===== src/common/dstc_pkg.sv =====
// Package for the disk sector transfer controller: register map, fields, codes, carriers.
// Assumes one 100 MHz APB clock domain; memory and drive sides use the carriers below.
package dstc_pkg;

	////////////////////////////////////////////////////////////////////////////////
	// Register byte offsets
	localparam logic [7:0] REG_MADDR = 8'h00;
	localparam logic [7:0] REG_WCNT  = 8'h04;
	localparam logic [7:0] REG_DSEL  = 8'h08;
	localparam logic [7:0] REG_CYL   = 8'h0C;
	localparam logic [7:0] REG_DADR  = 8'h10;
	localparam logic [7:0] REG_CMD   = 8'h14;
	localparam logic [7:0] REG_ERR   = 8'h18;
	localparam logic [7:0] REG_EPOS  = 8'h1C;
	localparam logic [7:0] REG_EPAT  = 8'h20;
	localparam logic [7:0] REG_ICFG  = 8'h24;

	// Command register fields
	localparam int CMD_IE_BIT   = 6;
	localparam int CMD_RDY_BIT  = 7;
	localparam int CMD_ATTN_BIT = 14;
	localparam int CMD_SERR_BIT = 15;

	// Error register fields
	localparam int ERR_HCK  = 0;
	localparam int ERR_UNC  = 1;
	localparam int ERR_WP   = 2;
	localparam int ERR_NXD  = 3;
	localparam int ERR_WCK  = 4;
	localparam int ERR_OVR  = 5;
	localparam int ERR_CORR = 6;
	localparam int ERR_W    = 7;

	// Reset values and counts
	localparam logic [7:0]  RST_BYTE   = 8'h00;
	localparam logic        RST_READY  = 1'b1;
	localparam logic [5:0]  HDR_LAST   = 6'h2F;
	localparam logic [5:0]  HDR_BITS   = 6'h20;
	localparam logic [5:0]  WORD_LAST  = 6'h0F;
	localparam logic [5:0]  ECC_LAST   = 6'h1F;
	localparam int          BURST_MAX  = 11;
	localparam int          MAX_DRIVES = 8;
	localparam logic [15:0] HCK_POLY   = 16'h1021;
	localparam logic [15:0] HCK_INIT   = 16'hFFFF;
	localparam logic [31:0] ECC_POLY   = 32'h04C11DB7;
	localparam logic [31:0] ECC_INIT   = 32'h00000000;
	localparam logic        PARITY_ODD = 1'b1;
	localparam logic [2:0]  IRQ_PRIO_DEF = 3'h5;
	localparam logic [8:0]  IRQ_VEC_DEF  = 9'h088;  // Octal 210
	localparam logic [21:0] MADDR_STEP = 22'h000002;

	////////////////////////////////////////////////////////////////////////////////
	typedef enum logic [2:0] {
		F_NOP   = 3'h0,
		F_READ  = 3'h1,
		F_WRITE = 3'h2,
		F_WCHK  = 3'h3
	} dstc_func_e;

	typedef enum logic [2:0] {
		S_IDLE = 3'b000,
		S_SEEK = 3'b001,
		S_HDR  = 3'b011,
		S_DATA = 3'b010,
		S_ECC  = 3'b110,
		S_DONE = 3'b100
	} dstc_state_e;

	typedef struct packed {
		logic        valid;
		logic        we;
		logic [21:0] addr;
		logic [15:0] wdata;
		logic        wpar;
	} dstc_mem_req_s;

	typedef struct packed {
		logic        ack;
		logic [15:0] rdata;
	} dstc_mem_rsp_s;

	typedef struct packed {
		logic [2:0]  unit;
		logic        sel;
		logic        seek_req;
		logic [15:0] seek_cyl;
		logic        rd_gate;
		logic        wr_gate;
		logic        wr_bit;
		logic        wr_valid;
	} dstc_drv_out_s;

	typedef struct packed {
		logic [7:0]  present;
		logic [7:0]  wprot;
		logic [15:0] cur_cyl;
		logic        seek_done;
		logic        attn;
		logic        rd_bit;
		logic        rd_valid;
		logic        wr_ready;
	} dstc_drv_in_s;

endpackage


===== src/logic/dstc_ctrl.sv =====
// Disk sector transfer controller: APB registers, sector search, DMA word moves, checks.
// Assumes the drive delivers and accepts one bit per qualified cycle and memory acks each request.
//
// Chosen here: the APB interface to the registers and the register offsets.
`timescale 1ns/1ps
module dstc_ctrl
	import dstc_pkg::*;
(
	input  wire logic          pclk,
	input  wire logic          presetn,
	input  wire logic          psel,
	input  wire logic          penable,
	input  wire logic          pwrite,
	input  wire logic [7:0]    paddr,
	input  wire logic [31:0]   pwdata,
	output logic [31:0]        prdata,
	output logic               pready,
	output logic               pslverr,
	output dstc_mem_req_s      mem_o,
	input  wire dstc_mem_rsp_s mem_i,
	output dstc_drv_out_s      drv_o,
	input  wire dstc_drv_in_s  drv_i,
	input  wire logic          irq_cfg_en,
	input  wire logic [2:0]    irq_prio_sel,
	input  wire logic [8:0]    irq_vec_sel,
	output logic               irq,
	output logic [2:0]         irq_prio,
	output logic [8:0]         irq_vec
);

	////////////////////////////////////////////////////////////////////////////////
	// Helpers
	function automatic logic par_bit(input logic [15:0] d);
		par_bit = (^d) ^ PARITY_ODD;
	endfunction

	function automatic logic [15:0] hck_step(input logic [15:0] c, input logic b);
		hck_step = {c[14:0], 1'b0} ^ ((c[15] ^ b) ? HCK_POLY : 16'h0000);
	endfunction

	function automatic logic [31:0] ecc_step(input logic [31:0] c, input logic b);
		ecc_step = {c[30:0], 1'b0} ^ ((c[31] ^ b) ? ECC_POLY : 32'h00000000);
	endfunction

	// Lowest set bit of the syndrome, and whether all set bits sit in one short burst
	function automatic logic [5:0] burst_info(input logic [31:0] s);
		logic       found;
		logic [4:0] lo;
		logic [4:0] hi;
		found = 1'b0;
		lo = 5'h00;
		hi = 5'h00;
		for (int i = 0; i < 32; i++) begin
			if (s[i]) begin
				if (!found) begin
					lo = 5'(i);
				end
				hi = 5'(i);
				found = 1'b1;
			end
		end
		burst_info = {(32'(hi) - 32'(lo)) < BURST_MAX, lo};
	endfunction

	////////////////////////////////////////////////////////////////////////////////
	// State
	dstc_state_e state, next_state;
	logic [21:0] maddr;
	logic [15:0] wcnt;
	logic [2:0]  dsel;
	logic [15:0] cyl;
	logic [15:0] dadr;
	dstc_func_e  func;
	logic        cmd_ie;
	logic        ready;
	logic        attn;
	logic [ERR_W-1:0] err;
	logic [31:0] epos;
	logic [31:0] epat;
	logic [5:0]  bitn;
	logic [15:0] wleft;
	logic [47:0] hdr_sr;
	logic [15:0] hck;
	logic [15:0] word_sr;
	logic        have_word;
	logic [31:0] ecc_acc;
	logic [31:0] ecc_sr;

	////////////////////////////////////////////////////////////////////////////////
	// Bus decode
	wire         acc_wr   = psel & penable & pready & pwrite;
	wire         idle     = (state == S_IDLE);
	wire         wr_cmd   = acc_wr & (paddr == REG_CMD);
	wire         wr_err   = acc_wr & (paddr == REG_ERR);
	wire         wr_parm  = acc_wr & idle;
	wire [2:0]   new_func = pwdata[2:0];
	wire         go       = wr_cmd & idle & (new_func != F_NOP);
	wire         sel_ok   = drv_i.present[dsel];
	wire         go_nxd   = go & !sel_ok;
	wire         go_wp    = go & sel_ok & drv_i.wprot[dsel] & (new_func == F_WRITE);
	wire         go_run   = go & !go_nxd & !go_wp;
	wire         on_cyl   = (drv_i.cur_cyl == cyl);
	wire         is_wr    = (func == F_WRITE);
	wire         serr     = |err;
	wire         mapped   = (paddr[1:0] == 2'b00) && (paddr <= REG_ICFG);
	wire [31:0]  cmd_view = {16'h0000, serr, attn, 6'h00, ready, cmd_ie, 3'h0, func};
	wire [31:0]  rd_mux   = (paddr == REG_MADDR) ? {10'h000, maddr} :
		(paddr == REG_WCNT) ? {16'h0000, wcnt} :
		(paddr == REG_DSEL) ? {29'h00000000, dsel} :
		(paddr == REG_CYL)  ? {16'h0000, cyl} :
		(paddr == REG_DADR) ? {16'h0000, dadr} :
		(paddr == REG_CMD)  ? cmd_view :
		(paddr == REG_ERR)  ? {25'h0000000, err} :
		(paddr == REG_EPOS) ? epos :
		(paddr == REG_EPAT) ? epat :
		(paddr == REG_ICFG) ? {20'h00000, irq_vec, irq_prio} : 32'h00000000;

	////////////////////////////////////////////////////////////////////////////////
	// Datapath events
	wire         bit_in    = drv_i.rd_valid & !is_wr;
	wire         rbit      = drv_i.rd_bit;
	wire         hdr_end   = (state == S_HDR) & drv_i.rd_valid & (bitn == HDR_LAST);
	wire [15:0]  hck_rx    = {hdr_sr[14:0], rbit};
	wire         hck_ok    = (hck_rx == hck);
	// At the last header bit only 47 bits have been shifted in, so the fields sit one place low
	wire         hdr_match = (hdr_sr[46:31] == cyl) && (hdr_sr[30:15] == dadr);
	wire [15:0]  rx_word   = {word_sr[14:0], rbit};
	wire         word_full = (state == S_DATA) & bit_in & (bitn == WORD_LAST);
	wire         tx_bit    = (state == S_DATA) & is_wr & have_word & drv_i.wr_ready;
	wire         tx_last   = tx_bit & (bitn == WORD_LAST);
	wire         ecc_tx    = (state == S_ECC) & is_wr & drv_i.wr_ready;
	wire         ecc_rx    = (state == S_ECC) & bit_in;
	wire         ecc_end   = (ecc_tx | ecc_rx) & (bitn == ECC_LAST);
	wire [31:0]  syndrome  = ecc_acc ^ {ecc_sr[30:0], rbit};
	wire [5:0]   binfo     = burst_info(syndrome);
	wire         mem_done  = mem_o.valid & mem_i.ack;
	wire         fetch     = (state == S_DATA) & is_wr & !have_word & !mem_o.valid;
	wire         data_last = (wleft == 16'h0001);
	wire         finish    = (state == S_DONE) & !mem_o.valid;

	////////////////////////////////////////////////////////////////////////////////
	// Sequencer
	always_comb begin
		next_state = state;
		case (state)
			S_IDLE: if (go_run) next_state = on_cyl ? S_HDR : S_SEEK;
			S_SEEK: if (drv_i.seek_done) next_state = S_HDR;
			S_HDR: begin
				if (hdr_end && !hck_ok) begin
					next_state = S_DONE;
				end else if (hdr_end && hdr_match) begin
					next_state = (wleft == 16'h0000) ? S_ECC : S_DATA;
				end
			end
			S_DATA: if ((word_full || tx_last) && data_last) next_state = S_ECC;
			S_ECC:  if (ecc_end) next_state = S_DONE;
			S_DONE: if (finish) next_state = S_IDLE;
			default: next_state = S_IDLE;
		endcase
	end

	always_ff @(posedge pclk or negedge presetn) begin
		if (!presetn) begin
			state <= S_IDLE;
		end else begin
			state <= next_state;
		end
	end

	////////////////////////////////////////////////////////////////////////////////
	// APB slave: data prepared in setup, one access cycle, then released
	always_ff @(posedge pclk or negedge presetn) begin
		if (!presetn) begin
			prdata  <= 32'h00000000;
			pready  <= 1'b0;
			pslverr <= 1'b0;
		end else begin
			prdata  <= rd_mux;
			pready  <= psel & !penable;
			pslverr <= psel & !penable & !mapped;
		end
	end

	// Parameters only change while idle; a busy transfer owns address and count
	always_ff @(posedge pclk or negedge presetn) begin
		if (!presetn) begin
			maddr  <= 22'h000000;
			wcnt   <= 16'h0000;
			dsel   <= 3'h0;
			cyl    <= 16'h0000;
			dadr   <= 16'h0000;
			func   <= F_NOP;
			cmd_ie <= 1'b0;
		end else begin
			if (mem_done) begin
				maddr <= maddr + MADDR_STEP;
				wcnt  <= wcnt - 16'h0001;
			end else if (wr_parm && paddr == REG_MADDR) begin
				maddr <= pwdata[21:0];
			end else if (wr_parm && paddr == REG_WCNT) begin
				wcnt <= pwdata[15:0];
			end
			if (wr_parm && paddr == REG_DSEL) dsel <= pwdata[2:0];
			if (wr_parm && paddr == REG_CYL) cyl <= pwdata[15:0];
			if (wr_parm && paddr == REG_DADR) dadr <= pwdata[15:0];
			if (wr_cmd) cmd_ie <= pwdata[CMD_IE_BIT];
			if (go) func <= dstc_func_e'(new_func);
		end
	end

	// Status flags: hardware set wins over a software clear in the same cycle
	always_ff @(posedge pclk or negedge presetn) begin
		if (!presetn) begin
			ready <= RST_READY;
			attn  <= 1'b0;
			err   <= '0;
			epos  <= 32'h00000000;
			epat  <= 32'h00000000;
		end else begin
			if (go) begin
				ready <= 1'b0;
			end else if (finish && !serr) begin
				ready <= 1'b1;
			end
			attn <= drv_i.attn | (attn & !(wr_cmd & pwdata[CMD_ATTN_BIT]));
			err <= (go ? '0 : (wr_err ? (err & ~pwdata[ERR_W-1:0]) : err))
				| (ERR_W'(go_nxd) << ERR_NXD)
				| (ERR_W'(go_wp) << ERR_WP)
				| (ERR_W'(hdr_end & !hck_ok) << ERR_HCK)
				| (ERR_W'(word_full & mem_o.valid) << ERR_OVR)
				| (ERR_W'(mem_done & !mem_o.we & (func == F_WCHK) & (mem_i.rdata != mem_o.wdata)) << ERR_WCK)
				| (ERR_W'(ecc_rx & ecc_end & (syndrome != 32'h0) & binfo[5]) << ERR_CORR)
				| (ERR_W'(ecc_rx & ecc_end & (syndrome != 32'h0) & !binfo[5]) << ERR_UNC);
			if (ecc_rx && ecc_end && syndrome != 32'h0) begin
				epos <= {5'h00, 11'(syndrome >> binfo[4:0]), 11'h000, binfo[4:0]};
				epat <= syndrome;
			end
		end
	end

	////////////////////////////////////////////////////////////////////////////////
	// Bit counter, header search and code generators
	always_ff @(posedge pclk or negedge presetn) begin
		if (!presetn) begin
			bitn    <= 6'h00;
			hdr_sr  <= 48'h000000000000;
			hck     <= HCK_INIT;
			ecc_acc <= ECC_INIT;
			ecc_sr  <= 32'h00000000;
			wleft   <= 16'h0000;
		end else begin
			if (go_run || hdr_end || word_full || tx_last || ecc_end) begin
				bitn <= 6'h00;
			end else if ((state == S_HDR && drv_i.rd_valid) || bit_in || tx_bit || ecc_tx) begin
				bitn <= bitn + 6'h01;
			end
			if (state == S_HDR && drv_i.rd_valid) hdr_sr <= {hdr_sr[46:0], rbit};
			if (go_run || hdr_end) begin
				hck <= HCK_INIT;
			end else if (state == S_HDR && drv_i.rd_valid && bitn < HDR_BITS) begin
				hck <= hck_step(hck, rbit);
			end
			if (go_run || (hdr_end && hdr_match)) begin
				ecc_acc <= ECC_INIT;
			end else if (state == S_DATA && bit_in) begin
				ecc_acc <= ecc_step(ecc_acc, rbit);
			end else if (tx_bit) begin
				ecc_acc <= ecc_step(ecc_acc, word_sr[15]);
			end else if (ecc_tx) begin
				ecc_acc <= {ecc_acc[30:0], 1'b0};
			end
			if (ecc_rx) ecc_sr <= {ecc_sr[30:0], rbit};
			if (go_run) begin
				wleft <= wcnt;
			end else if (word_full || tx_last) begin
				wleft <= wleft - 16'h0001;
			end
		end
	end

	////////////////////////////////////////////////////////////////////////////////
	// Word assembly and memory requests
	always_ff @(posedge pclk or negedge presetn) begin
		if (!presetn) begin
			word_sr   <= 16'h0000;
			have_word <= 1'b0;
			mem_o     <= '0;
		end else begin
			if (mem_done && is_wr) begin
				word_sr   <= mem_i.rdata;
				have_word <= 1'b1;
			end else if (tx_bit) begin
				word_sr   <= {word_sr[14:0], 1'b0};
				have_word <= !tx_last;
			end else if (state == S_DATA && bit_in) begin
				word_sr <= rx_word;
			end
			if (word_full) begin
				mem_o.valid <= 1'b1;
				mem_o.we    <= (func == F_READ);
				mem_o.addr  <= maddr;
				mem_o.wdata <= rx_word;
				mem_o.wpar  <= par_bit(rx_word);
			end else if (fetch) begin
				mem_o.valid <= 1'b1;
				mem_o.we    <= 1'b0;
				mem_o.addr  <= maddr;
			end else if (mem_done) begin
				mem_o.valid <= 1'b0;
			end
		end
	end

	////////////////////////////////////////////////////////////////////////////////
	// Drive side and interrupt outputs
	always_ff @(posedge pclk or negedge presetn) begin
		if (!presetn) begin
			drv_o    <= '0;
			irq      <= 1'b0;
			irq_prio <= IRQ_PRIO_DEF;
			irq_vec  <= IRQ_VEC_DEF;
		end else begin
			if (go_run) drv_o.unit <= dsel;
			drv_o.sel      <= (next_state != S_IDLE);
			drv_o.seek_req <= go_run & !on_cyl;
			if (go_run) drv_o.seek_cyl <= cyl;
			drv_o.rd_gate  <= (next_state == S_HDR) ||
				(!is_wr && (next_state == S_DATA || next_state == S_ECC));
			drv_o.wr_gate  <= is_wr && (next_state == S_DATA || next_state == S_ECC);
			drv_o.wr_valid <= tx_bit | ecc_tx;
			drv_o.wr_bit   <= tx_bit ? word_sr[15] : ecc_acc[31];
			// Word parity travels with the stored word only as a checked bus property
			irq      <= cmd_ie & (serr | attn | ready);
			irq_prio <= irq_cfg_en ? irq_prio_sel : IRQ_PRIO_DEF;
			irq_vec  <= irq_cfg_en ? irq_vec_sel : IRQ_VEC_DEF;
		end
	end

	////////////////////////////////////////////////////////////////////////////////
	// Checks
	irq_gate_a: assert property (@(posedge pclk) disable iff (!presetn)
		!cmd_ie |=> !irq) else $error("interrupt without enable");
	irq_cause_a: assert property (@(posedge pclk) disable iff (!presetn)
		cmd_ie && ready |=> irq) else $error("ready did not request interrupt");
	par_odd_a: assert property (@(posedge pclk) disable iff (!presetn)
		mem_o.valid && mem_o.we |-> (^{mem_o.wdata, mem_o.wpar}) == PARITY_ODD) else $error("bad parity");
	seek_imp_a: assert property (@(posedge pclk) disable iff (!presetn)
		go_run && !on_cyl |=> state == S_SEEK && drv_o.seek_req) else $error("no implied seek");
	no_drive_a: assert property (@(posedge pclk) disable iff (!presetn)
		go_nxd |=> idle && err[ERR_NXD] && !ready) else $error("absent drive accepted");
	wprot_a: assert property (@(posedge pclk) disable iff (!presetn)
		go_wp |=> idle && err[ERR_WP]) else $error("protected drive written");
	hck_err_a: assert property (@(posedge pclk) disable iff (!presetn)
		hdr_end && !hck_ok |=> err[ERR_HCK] ##1 idle) else $error("header check error lost");
	ready_ok_a: assert property (@(posedge pclk) disable iff (!presetn)
		$rose(ready) |-> $past(state) == S_DONE && !$past(serr)) else $error("ready without success");
	addr_step_a: assert property (@(posedge pclk) disable iff (!presetn)
		mem_done |=> maddr == $past(maddr) + MADDR_STEP) else $error("address not advanced");
	wr_serial_a: assert property (@(posedge pclk) disable iff (!presetn)
		tx_bit |=> drv_o.wr_valid && drv_o.wr_bit == $past(word_sr[15])) else $error("bit not sent");
	burst_a: assert property (@(posedge pclk) disable iff (!presetn)
		ecc_rx && ecc_end && syndrome != 32'h0 |=> err[ERR_CORR] != err[ERR_UNC]) else $error("ecc verdict");

	read_done_c: cover property (@(posedge pclk) disable iff (!presetn) finish && func == F_READ && !serr);
	write_done_c: cover property (@(posedge pclk) disable iff (!presetn) finish && func == F_WRITE && !serr);
	corr_c: cover property (@(posedge pclk) disable iff (!presetn) ecc_end && ecc_rx && binfo[5] && syndrome != 32'h0);
	seek_c: cover property (@(posedge pclk) disable iff (!presetn) state == S_SEEK ##1 state == S_HDR);

endmodule


===== config.mk =====
export PLATFORM = sky130hd
export DESIGN_NAME = dstc_ctrl
export DESIGN_NICKNAME = d
export VERILOG_FILES = /design/src/common/dstc_pkg.sv /design/src/logic/dstc_ctrl.sv
export SDC_FILE = /design/constraint.sdc
export NUM_CORES = 1
export LEC_CHECK = 0
export BUFFER_PORTS_ARGS = -buffer_cell sky130_fd_sc_hd__buf_2
export CAP_MARGIN = 15
export CORE_MARGIN = 2
export CORE_UTILIZATION = 40
export CTS_BUF_LIST = sky130_fd_sc_hd__clkbuf_8
export DETAILED_ROUTE_END_ITERATION = 16
export GPL_ROUTABILITY_DRIVEN = 0
export HOLD_SLACK_MARGIN = 0.05
export PLACE_DENSITY = 0.61
export SLEW_MARGIN = 5
export SYNTH_ARGS = -nofsm -noshare
export SYNTH_HDL_FRONTEND = slang
export SYNTH_SLANG_ARGS = --single-unit

===== constraint.sdc =====
create_clock -name pclk -period 4.6 [get_ports pclk]
set_input_delay 0.23 -clock pclk [delete_from_list [all_inputs] [get_ports pclk]]
set_output_delay 0.23 -clock pclk [all_outputs]
set_load 0.005 [all_outputs]

## Word level (Yosys, flattened, before mapping)

Cells that the tools add are included.

| word-level totals | value |
|---|---|
| flip-flop bits (word level) | 415 |
| input bits | 112 |
| output and inout port bits | 113 |
| word-level logic and storage cells | 397 |

| cells by class | value |
|---|---|
| $add $sub $neg | 5 |
| magnitude comparators | 4 |
| eq/ne operators | 31 |
| shifts and indexed selects | 1 |
| multiplexer cells | 182 |
| bitwise gates (word level) | 68 |
| reduce and logical (&&, ||, !) cells | 66 |

Operator list:

| operator | count |
|---|---|
| $mux W5 | 89 |
| $mux W32 | 13 |
| $mux W16 | 10 |
| $eq A16 B16 Y1 | 4 |
| $xor A32 B27 Y32 | 2 |
| $mux W27 | 2 |
| $and A1 B1 Y1 | 46 |
| $mux W22 | 2 |
| $mux W1 | 42 |
| $eq A8 B5 Y1 const B | 4 |
| $lt A32 B4 Y1 const B | 1 |
| $reduce_bool A32 Y1 | 1 |
| $shr A32 B5 Y11 | 1 |
| $sub A16 B1 Y16 const B | 2 |
| $xor A32 B32 Y32 | 1 |
| $mux W3 | 9 |
| $mux W24 | 1 |
| $mux W23 | 1 |
| $add A22 B2 Y22 const B | 1 |
| $eq A3 B2 Y1 const B | 7 |
| $logic_and A1 B1 Y1 | 19 |
| $pmux W3 S6 | 1 |
| $eq A16 B1 Y1 const B | 1 |
| $eq A8 B4 Y1 const B | 2 |
| other kinds (46) | 95 |

## Depth between registers and ports, before layout

| depth | value |
|---|---|
| depth in word-level cells | 69 |
| depth in mapped cells | 19 |
| gate-level depth less buffers | 19 |

## Least setup slack after synthesis

OpenSTA, ideal clock, no wires.

| timing path | value |
|---|---|
| path type | reg-to-reg |
| start | reg ecc_sr[2] |
| end | reg err[6] |
| setup time | 0.122 ns |
| arrival time | 3.666 ns |
| data required time | 4.478 ns |
| slack | 0.812 ns |
| cell stages (with the launch flop) | 18 |
| buffers on the path | 3 |
| cell sequence | dfrtp_1 > xor2_1 > nor4_4 > nand4_2 > nor4_1 > nor3b_2 > o31a_1 > buf_4 > inv_2 > buf_6 > buf_2 > fa_1 > a21o_1 > nand2_1 > mux2_2 > nand2_1 > a21oi_1 > a32o_1 |

| on the way | value |
|---|---|
| word-level cells in the longest chain between the ends | 63 |
| elaborated cells on any way between the ends | 122 |
| those cells by class | 1 x add/sub; 1 x order compare; 114 x mux; 5 x bitwise; 1 x reduce/logical |

Ends and longest elaborated chain:

| element | line | RTL |
|---|---|---|
| start: declaration | dstc_ctrl.sv:87 | `logic [31:0] ecc_sr;` |
| start signal: assignment | dstc_ctrl.sv:272 | `if (ecc_rx) ecc_sr <= {ecc_sr[30:0], rbit};` |
| $xor A32 B32 Y32 (*) | dstc_ctrl.sv:134 | `wire [31:0] syndrome = ecc_acc ^ {ecc_sr[30:0], rbit};` |
| $mux W5 / $mux W1 (equally long branches) | dstc_ctrl.sv:54 | `if (s[i]) begin` |
| $mux W5 | dstc_ctrl.sv:55 | `if (!found) begin` |
| $mux W5 | dstc_ctrl.sv:54 |  |
| $mux W5 | dstc_ctrl.sv:55 |  |
| $mux W5 | dstc_ctrl.sv:54 |  |
| $mux W5 | dstc_ctrl.sv:55 |  |
| $mux W5 | dstc_ctrl.sv:54 |  |
| (+47 left out) | n/a |  |
| $mux W5 | dstc_ctrl.sv:54 |  |
| $mux W5 | dstc_ctrl.sv:55 |  |
| $mux W5 | dstc_ctrl.sv:54 |  |
| $sub A5 B5 Y6 | dstc_ctrl.sv:62 | `burst_info = {(32'(hi) - 32'(lo)) < BURST_MAX, lo};` |
| $lt A32 B4 Y1 | dstc_ctrl.sv:62 |  |
| $and A1 B1 Y1 (*) | dstc_ctrl.sv:232 | `\| (ERR_W'(ecc_rx & ecc_end & (syndrome != 32'h0) & binfo[5]) << ERR_CORR)` |
| $or A7 B7 Y7 (*) | dstc_ctrl.sv:232 |  |
| $or A7 B2 Y7 (*) | dstc_ctrl.sv:233 | `\| (ERR_W'(ecc_rx & ecc_end & (syndrome != 32'h0) & !binfo[5]) << ERR_UNC);` |
| end signal: assignment | dstc_ctrl.sv:226 | `err <= (go ? '0 : (wr_err ? (err & ~pwdata[ERR_W-1:0]) : err))` |
| end: declaration | dstc_ctrl.sv:77 | `logic [ERR_W-1:0] err;` |

Mark *: on every way between the ends. The rest lies on a longest branch, timed or not.
A chain may end at the register's enable or synchronous reset.

## Worst setup path after layout

| timing path | value |
|---|---|
| start | reg ecc_acc[3] |
| end | reg err[6] |

| on the way | value |
|---|---|
| word-level cells in the longest chain between the ends | 63 |
| elaborated cells on any way between the ends | 122 |
| those cells by class | 1 x add/sub; 1 x order compare; 114 x mux; 5 x bitwise; 1 x reduce/logical |

Ends and longest elaborated chain:

| element | line | RTL |
|---|---|---|
| start: declaration | dstc_ctrl.sv:86 | `logic [31:0] ecc_acc;` |
| start signal: assignment | dstc_ctrl.sv:266 | `ecc_acc <= ecc_step(ecc_acc, rbit);` |
| start signal: assignment | dstc_ctrl.sv:268 | `ecc_acc <= ecc_step(ecc_acc, word_sr[15]);` |
| start signal: assignment | dstc_ctrl.sv:270 | `ecc_acc <= {ecc_acc[30:0], 1'b0};` |
| $xor A32 B32 Y32 (*) | dstc_ctrl.sv:134 |  |
| $mux W5 / $mux W1 (equally long branches) | dstc_ctrl.sv:54 |  |
| $mux W5 | dstc_ctrl.sv:55 |  |
| $mux W5 | dstc_ctrl.sv:54 |  |
| $mux W5 | dstc_ctrl.sv:55 |  |
| $mux W5 | dstc_ctrl.sv:54 |  |
| $mux W5 | dstc_ctrl.sv:55 |  |
| $mux W5 | dstc_ctrl.sv:54 |  |
| (+47 left out) | n/a |  |
| $mux W5 | dstc_ctrl.sv:54 |  |
| $mux W5 | dstc_ctrl.sv:55 |  |
| $mux W5 | dstc_ctrl.sv:54 |  |
| $sub A5 B5 Y6 | dstc_ctrl.sv:62 |  |
| $lt A32 B4 Y1 | dstc_ctrl.sv:62 |  |
| $and A1 B1 Y1 (*) | dstc_ctrl.sv:232 |  |
| $or A7 B7 Y7 (*) | dstc_ctrl.sv:232 |  |
| $or A7 B2 Y7 (*) | dstc_ctrl.sv:233 |  |

Marked as above.

==> impl_metrics.yaml <==
outcome:
  status: "complete, no violations"
synth:
  synth.avg_cell_area_um2: 10.1
  synth_nets: 2264
  yosysWarnings: 0
  syn_inst: 2141
  syn-cell-area_mm2: 0.0216
  synth_edf_count: 0
  ys_ff_latch: 415
  yosys_most_used_dff: "dfrtp_1"
  synth_cell_types: 85
  async_reset_ff_share_pct: 100
  seq_area_frac_synth_pct: 48.1
layout:
  layout.cells.non_filler: 3205
  area_delta_synth_final_pct: 19.9
  drive_above_1_share_pct: 24.3
  final_common_cell: "dfrtp_1"
  regArea_mm2: 0.0104
  final_nets: 2571
  fillers: 5022
  multi_input_area_mm2: 0.0107
  final_cell_mix: "dfrtp_1 (394), nand2_1 (266), buf_2 (213)"
clock_tree:
  clkLatencyLatePin_ns: 0.67
  cts_tree: "done"
  clock_path_buffers: 3
  cts_buffers: 76
  cts_setup_buffers: 0
  htreeDepth: 3
  cts_sinks: 415
  clk_pin_slew_ns: 0.07
  cts_root_buf: "clkbuf_8"
pwr:
  power_w: 0.0130
  ir_drop_mv: 0.223
  leakagePower_nw: 12.4
  power_density_mw_per_mm2: 501
worst_setup_path:
  required_ns: 5.16
  end_kind: "flop"
  arrival_ns: 4.85
  rr_startpoint: "ecc_acc[3]$_DFFE_PN0P_"
  start_kind: "flop"
  crit_start: "ecc_acc[3]$_DFFE_PN0P_"
  critPathKind: "flop to flop"
  worstPathMaxFanout: 5
timing:
  whs_ns: 0.0736
  setup_violations: 0
  setup_ws_ns: 0.317
  rsz0062_at_grt: "no"
  relSlewSlack_pct: 25.3
  clock-skew-final_ns: 0.0584
  period_share_pct: 93.1
  fin_crit_ns: 4.28
  tns_ns: 0
  hold_viol_final: 0
  fmax_mhz: 233
  slew_violations: 0
  worstMarginPinSlew_ns: 1.12
placed_design:
  dpl.hpwl_mm: 49.8
  dp.cells: 2997
  io_buffers: 214
  pre_cts_ws_ns: 0.343
floorplan:
  initial_utilization_pct: 40.3
  rows: 85
  io-pin-count: 225
  fp.dieH_um: 237
  fp.dieArea_mm2: 0.0559
  die_x_um: 237
  coreArea_mm2: 0.0536
route:
  vias_per_cell: 5.73
  drcViolationCount: 0
  ant_nets: 0
  num_vias: 18375
  finalWirelength_mm: 68.0
  drtIter0Drc: 1718
  post_drt_wl_per_cell_um: 21.2
  first_pass_iters: 7
global_routing:
  grt_use_total_pct: 24.3
  antenna_found_initial: 2
  grt_pass1_wl_mm: 106
  grt_max_degree: 112
  overflow: 0
  grt_pass1_vias: 18180
hold_path:
  hold_class: "primary input to flop"
  hp-start: "irq_cfg_en"
flow_run:
  cap_violations: 0
[area by class of cell]
type                            instances  area share, %
Antenna cell                            2         0.0193
Clock buffer                           92           4.88
Clock inverter                         45           1.39
Inverter                               32          0.463
Multi-Input combinational cell       1587           41.3
Sequential cell                       415           40.2
Tap cell                              696           3.36
Timing Repair Buffer                  336           8.46
[cells by family (layout without fill, tap and decap cells)]
group / after synthesis / count (layout) / share of synthesized area, %
adders and majority gates: 11 / 11 / 0.671
xor gates and xnor gates: 184 / 184 / 7.63
other: 0 / 2 / 0
and+or+nand+nor: 717 / 717 / 15.5
AOI/OAI and AO/OA: 452 / 452 / 13.9
muxes: 223 / 223 / 11.5
buffers and inverters: 139 / 505 / 2.59
DFF: 415 / 415 / 48.1
[synthesized netlist by cell type (17+ instances only)]
cell / count / area share, %
and2_1: 26 / 0.75
a22oi_1: 26 / 0.90
clkbuf_1: 77 / 1.3
mux2i_1: 59 / 2.7
o211ai_1: 17 / 0.59
o21ai_0: 126 / 2.9
dfrtp_1: 394 / 46
nor2_1: 173 / 3.0
mux2_2: 159 / 8.3
a31oi_1: 19 / 0.55
a211oi_1: 22 / 0.76
xor2_1: 96 / 3.9
nand3_1: 77 / 1.8
nor3_1: 34 / 0.79
nand4_1: 33 / 0.95
a222oi_1: 18 / 0.83
xnor2_1: 83 / 3.4
inv_1: 29 / 0.50
dfstp_2: 21 / 2.6
a21oi_1: 85 / 2.0
nor4_1: 29 / 0.84
nand2_1: 266 / 4.6
[power breakdown]
group / switching [W] / leakage (nW) / internal [W] / total [W]
clock network: 0.00163 / 0.926 / 0.00211 / 0.00374
registers: 0.000644 / 5.45 / 0.00412 / 0.00476
logic: 0.00273 / 6.00 / 0.00175 / 0.00448
[worst max-delay path, cell delays in order, from the launching register on]
cell	delay (ns)
dfrtp_1	0.44
xor2_1	0.25
nor2_1	0.19
o211ai_1	0.13
nand3_1	0.12
a31oi_1	0.11
o311ai_0	0.46
a311oi_1	0.17
o311ai_0	0.33
a21oi_1	0.14
or3_1	0.40
fa_1	0.46
a21o_1	0.17
nand2_1	0.08
mux2_2	0.33
nand2_1	0.07
a21oi_1	0.11
a32o_1	0.24
[final timing paths]
| kind | depth (start not counted) | to | slack, ns |
|---|---|---|---|
| worst min register to register | 2 | drv_o[24]$_DFFE_PN0P_ | 0.47 |
| worst max register to register | 17 | err[6]$_DFF_PN0_ | 0.32 |
| worst min-delay path | 2 | irq_vec[5]$_DFF_PN0_ | 0.07 |
| min in group asynchronous | 2 | hdr_sr[43]$_DFFE_PN0P_ | 0.21 |
| max in group asynchronous | 3 | epos[22]$_DFFE_PN0P_ | 3.21 |
| worst max-delay path | 17 | err[6]$_DFF_PN0_ | 0.32 |
[sequential cells by signal, indices dropped and copies added, names as in the netlist, 6 cells and up, named ones only]
signal / flops
bitn: 6
cyl: 16
dadr: 16
drv_o: 25
ecc_acc: 32
ecc_sr: 31
epat: 32
epos: 16
err: 6
hck: 16
hdr_sr: 47
irq_vec: 9
maddr: 22
mem_o: 41
prdata: 32
wcnt: 16
wleft: 16
word_sr: 16
[routing by layer]
metal | part of all wire (%) | vias up | routed length [um] | track usage, %
met1 | 43 | 9112 | 29200 | 32.8
met3 | 6.5 | 145 | 4400 | 4.00
met5 | 0 | - | 0 | 0
li1 | - | 8369 | - | -
met2 | 47 | 749 | 32000 | 39.0
met4 | 3.4 | 0 | 2330 | 9.86
[per-stage QoR]
step / util, % / area (um^2)
after floorplan: - / 21600
after global placement: 44.0 / 23600
after detailed placement: 44.0 / 23600
after CTS: 48.3 / 25900
after global routing: 48.4 / 25900
final: 48.4 / 25900
[timing repair]
item	CTS	global route
hold buffers	69	0
endpoints found under the setup margin	0	1
hold endpoints to repair	201	0
gates resized for setup	0	2
(Power assumes the default switching activity.)
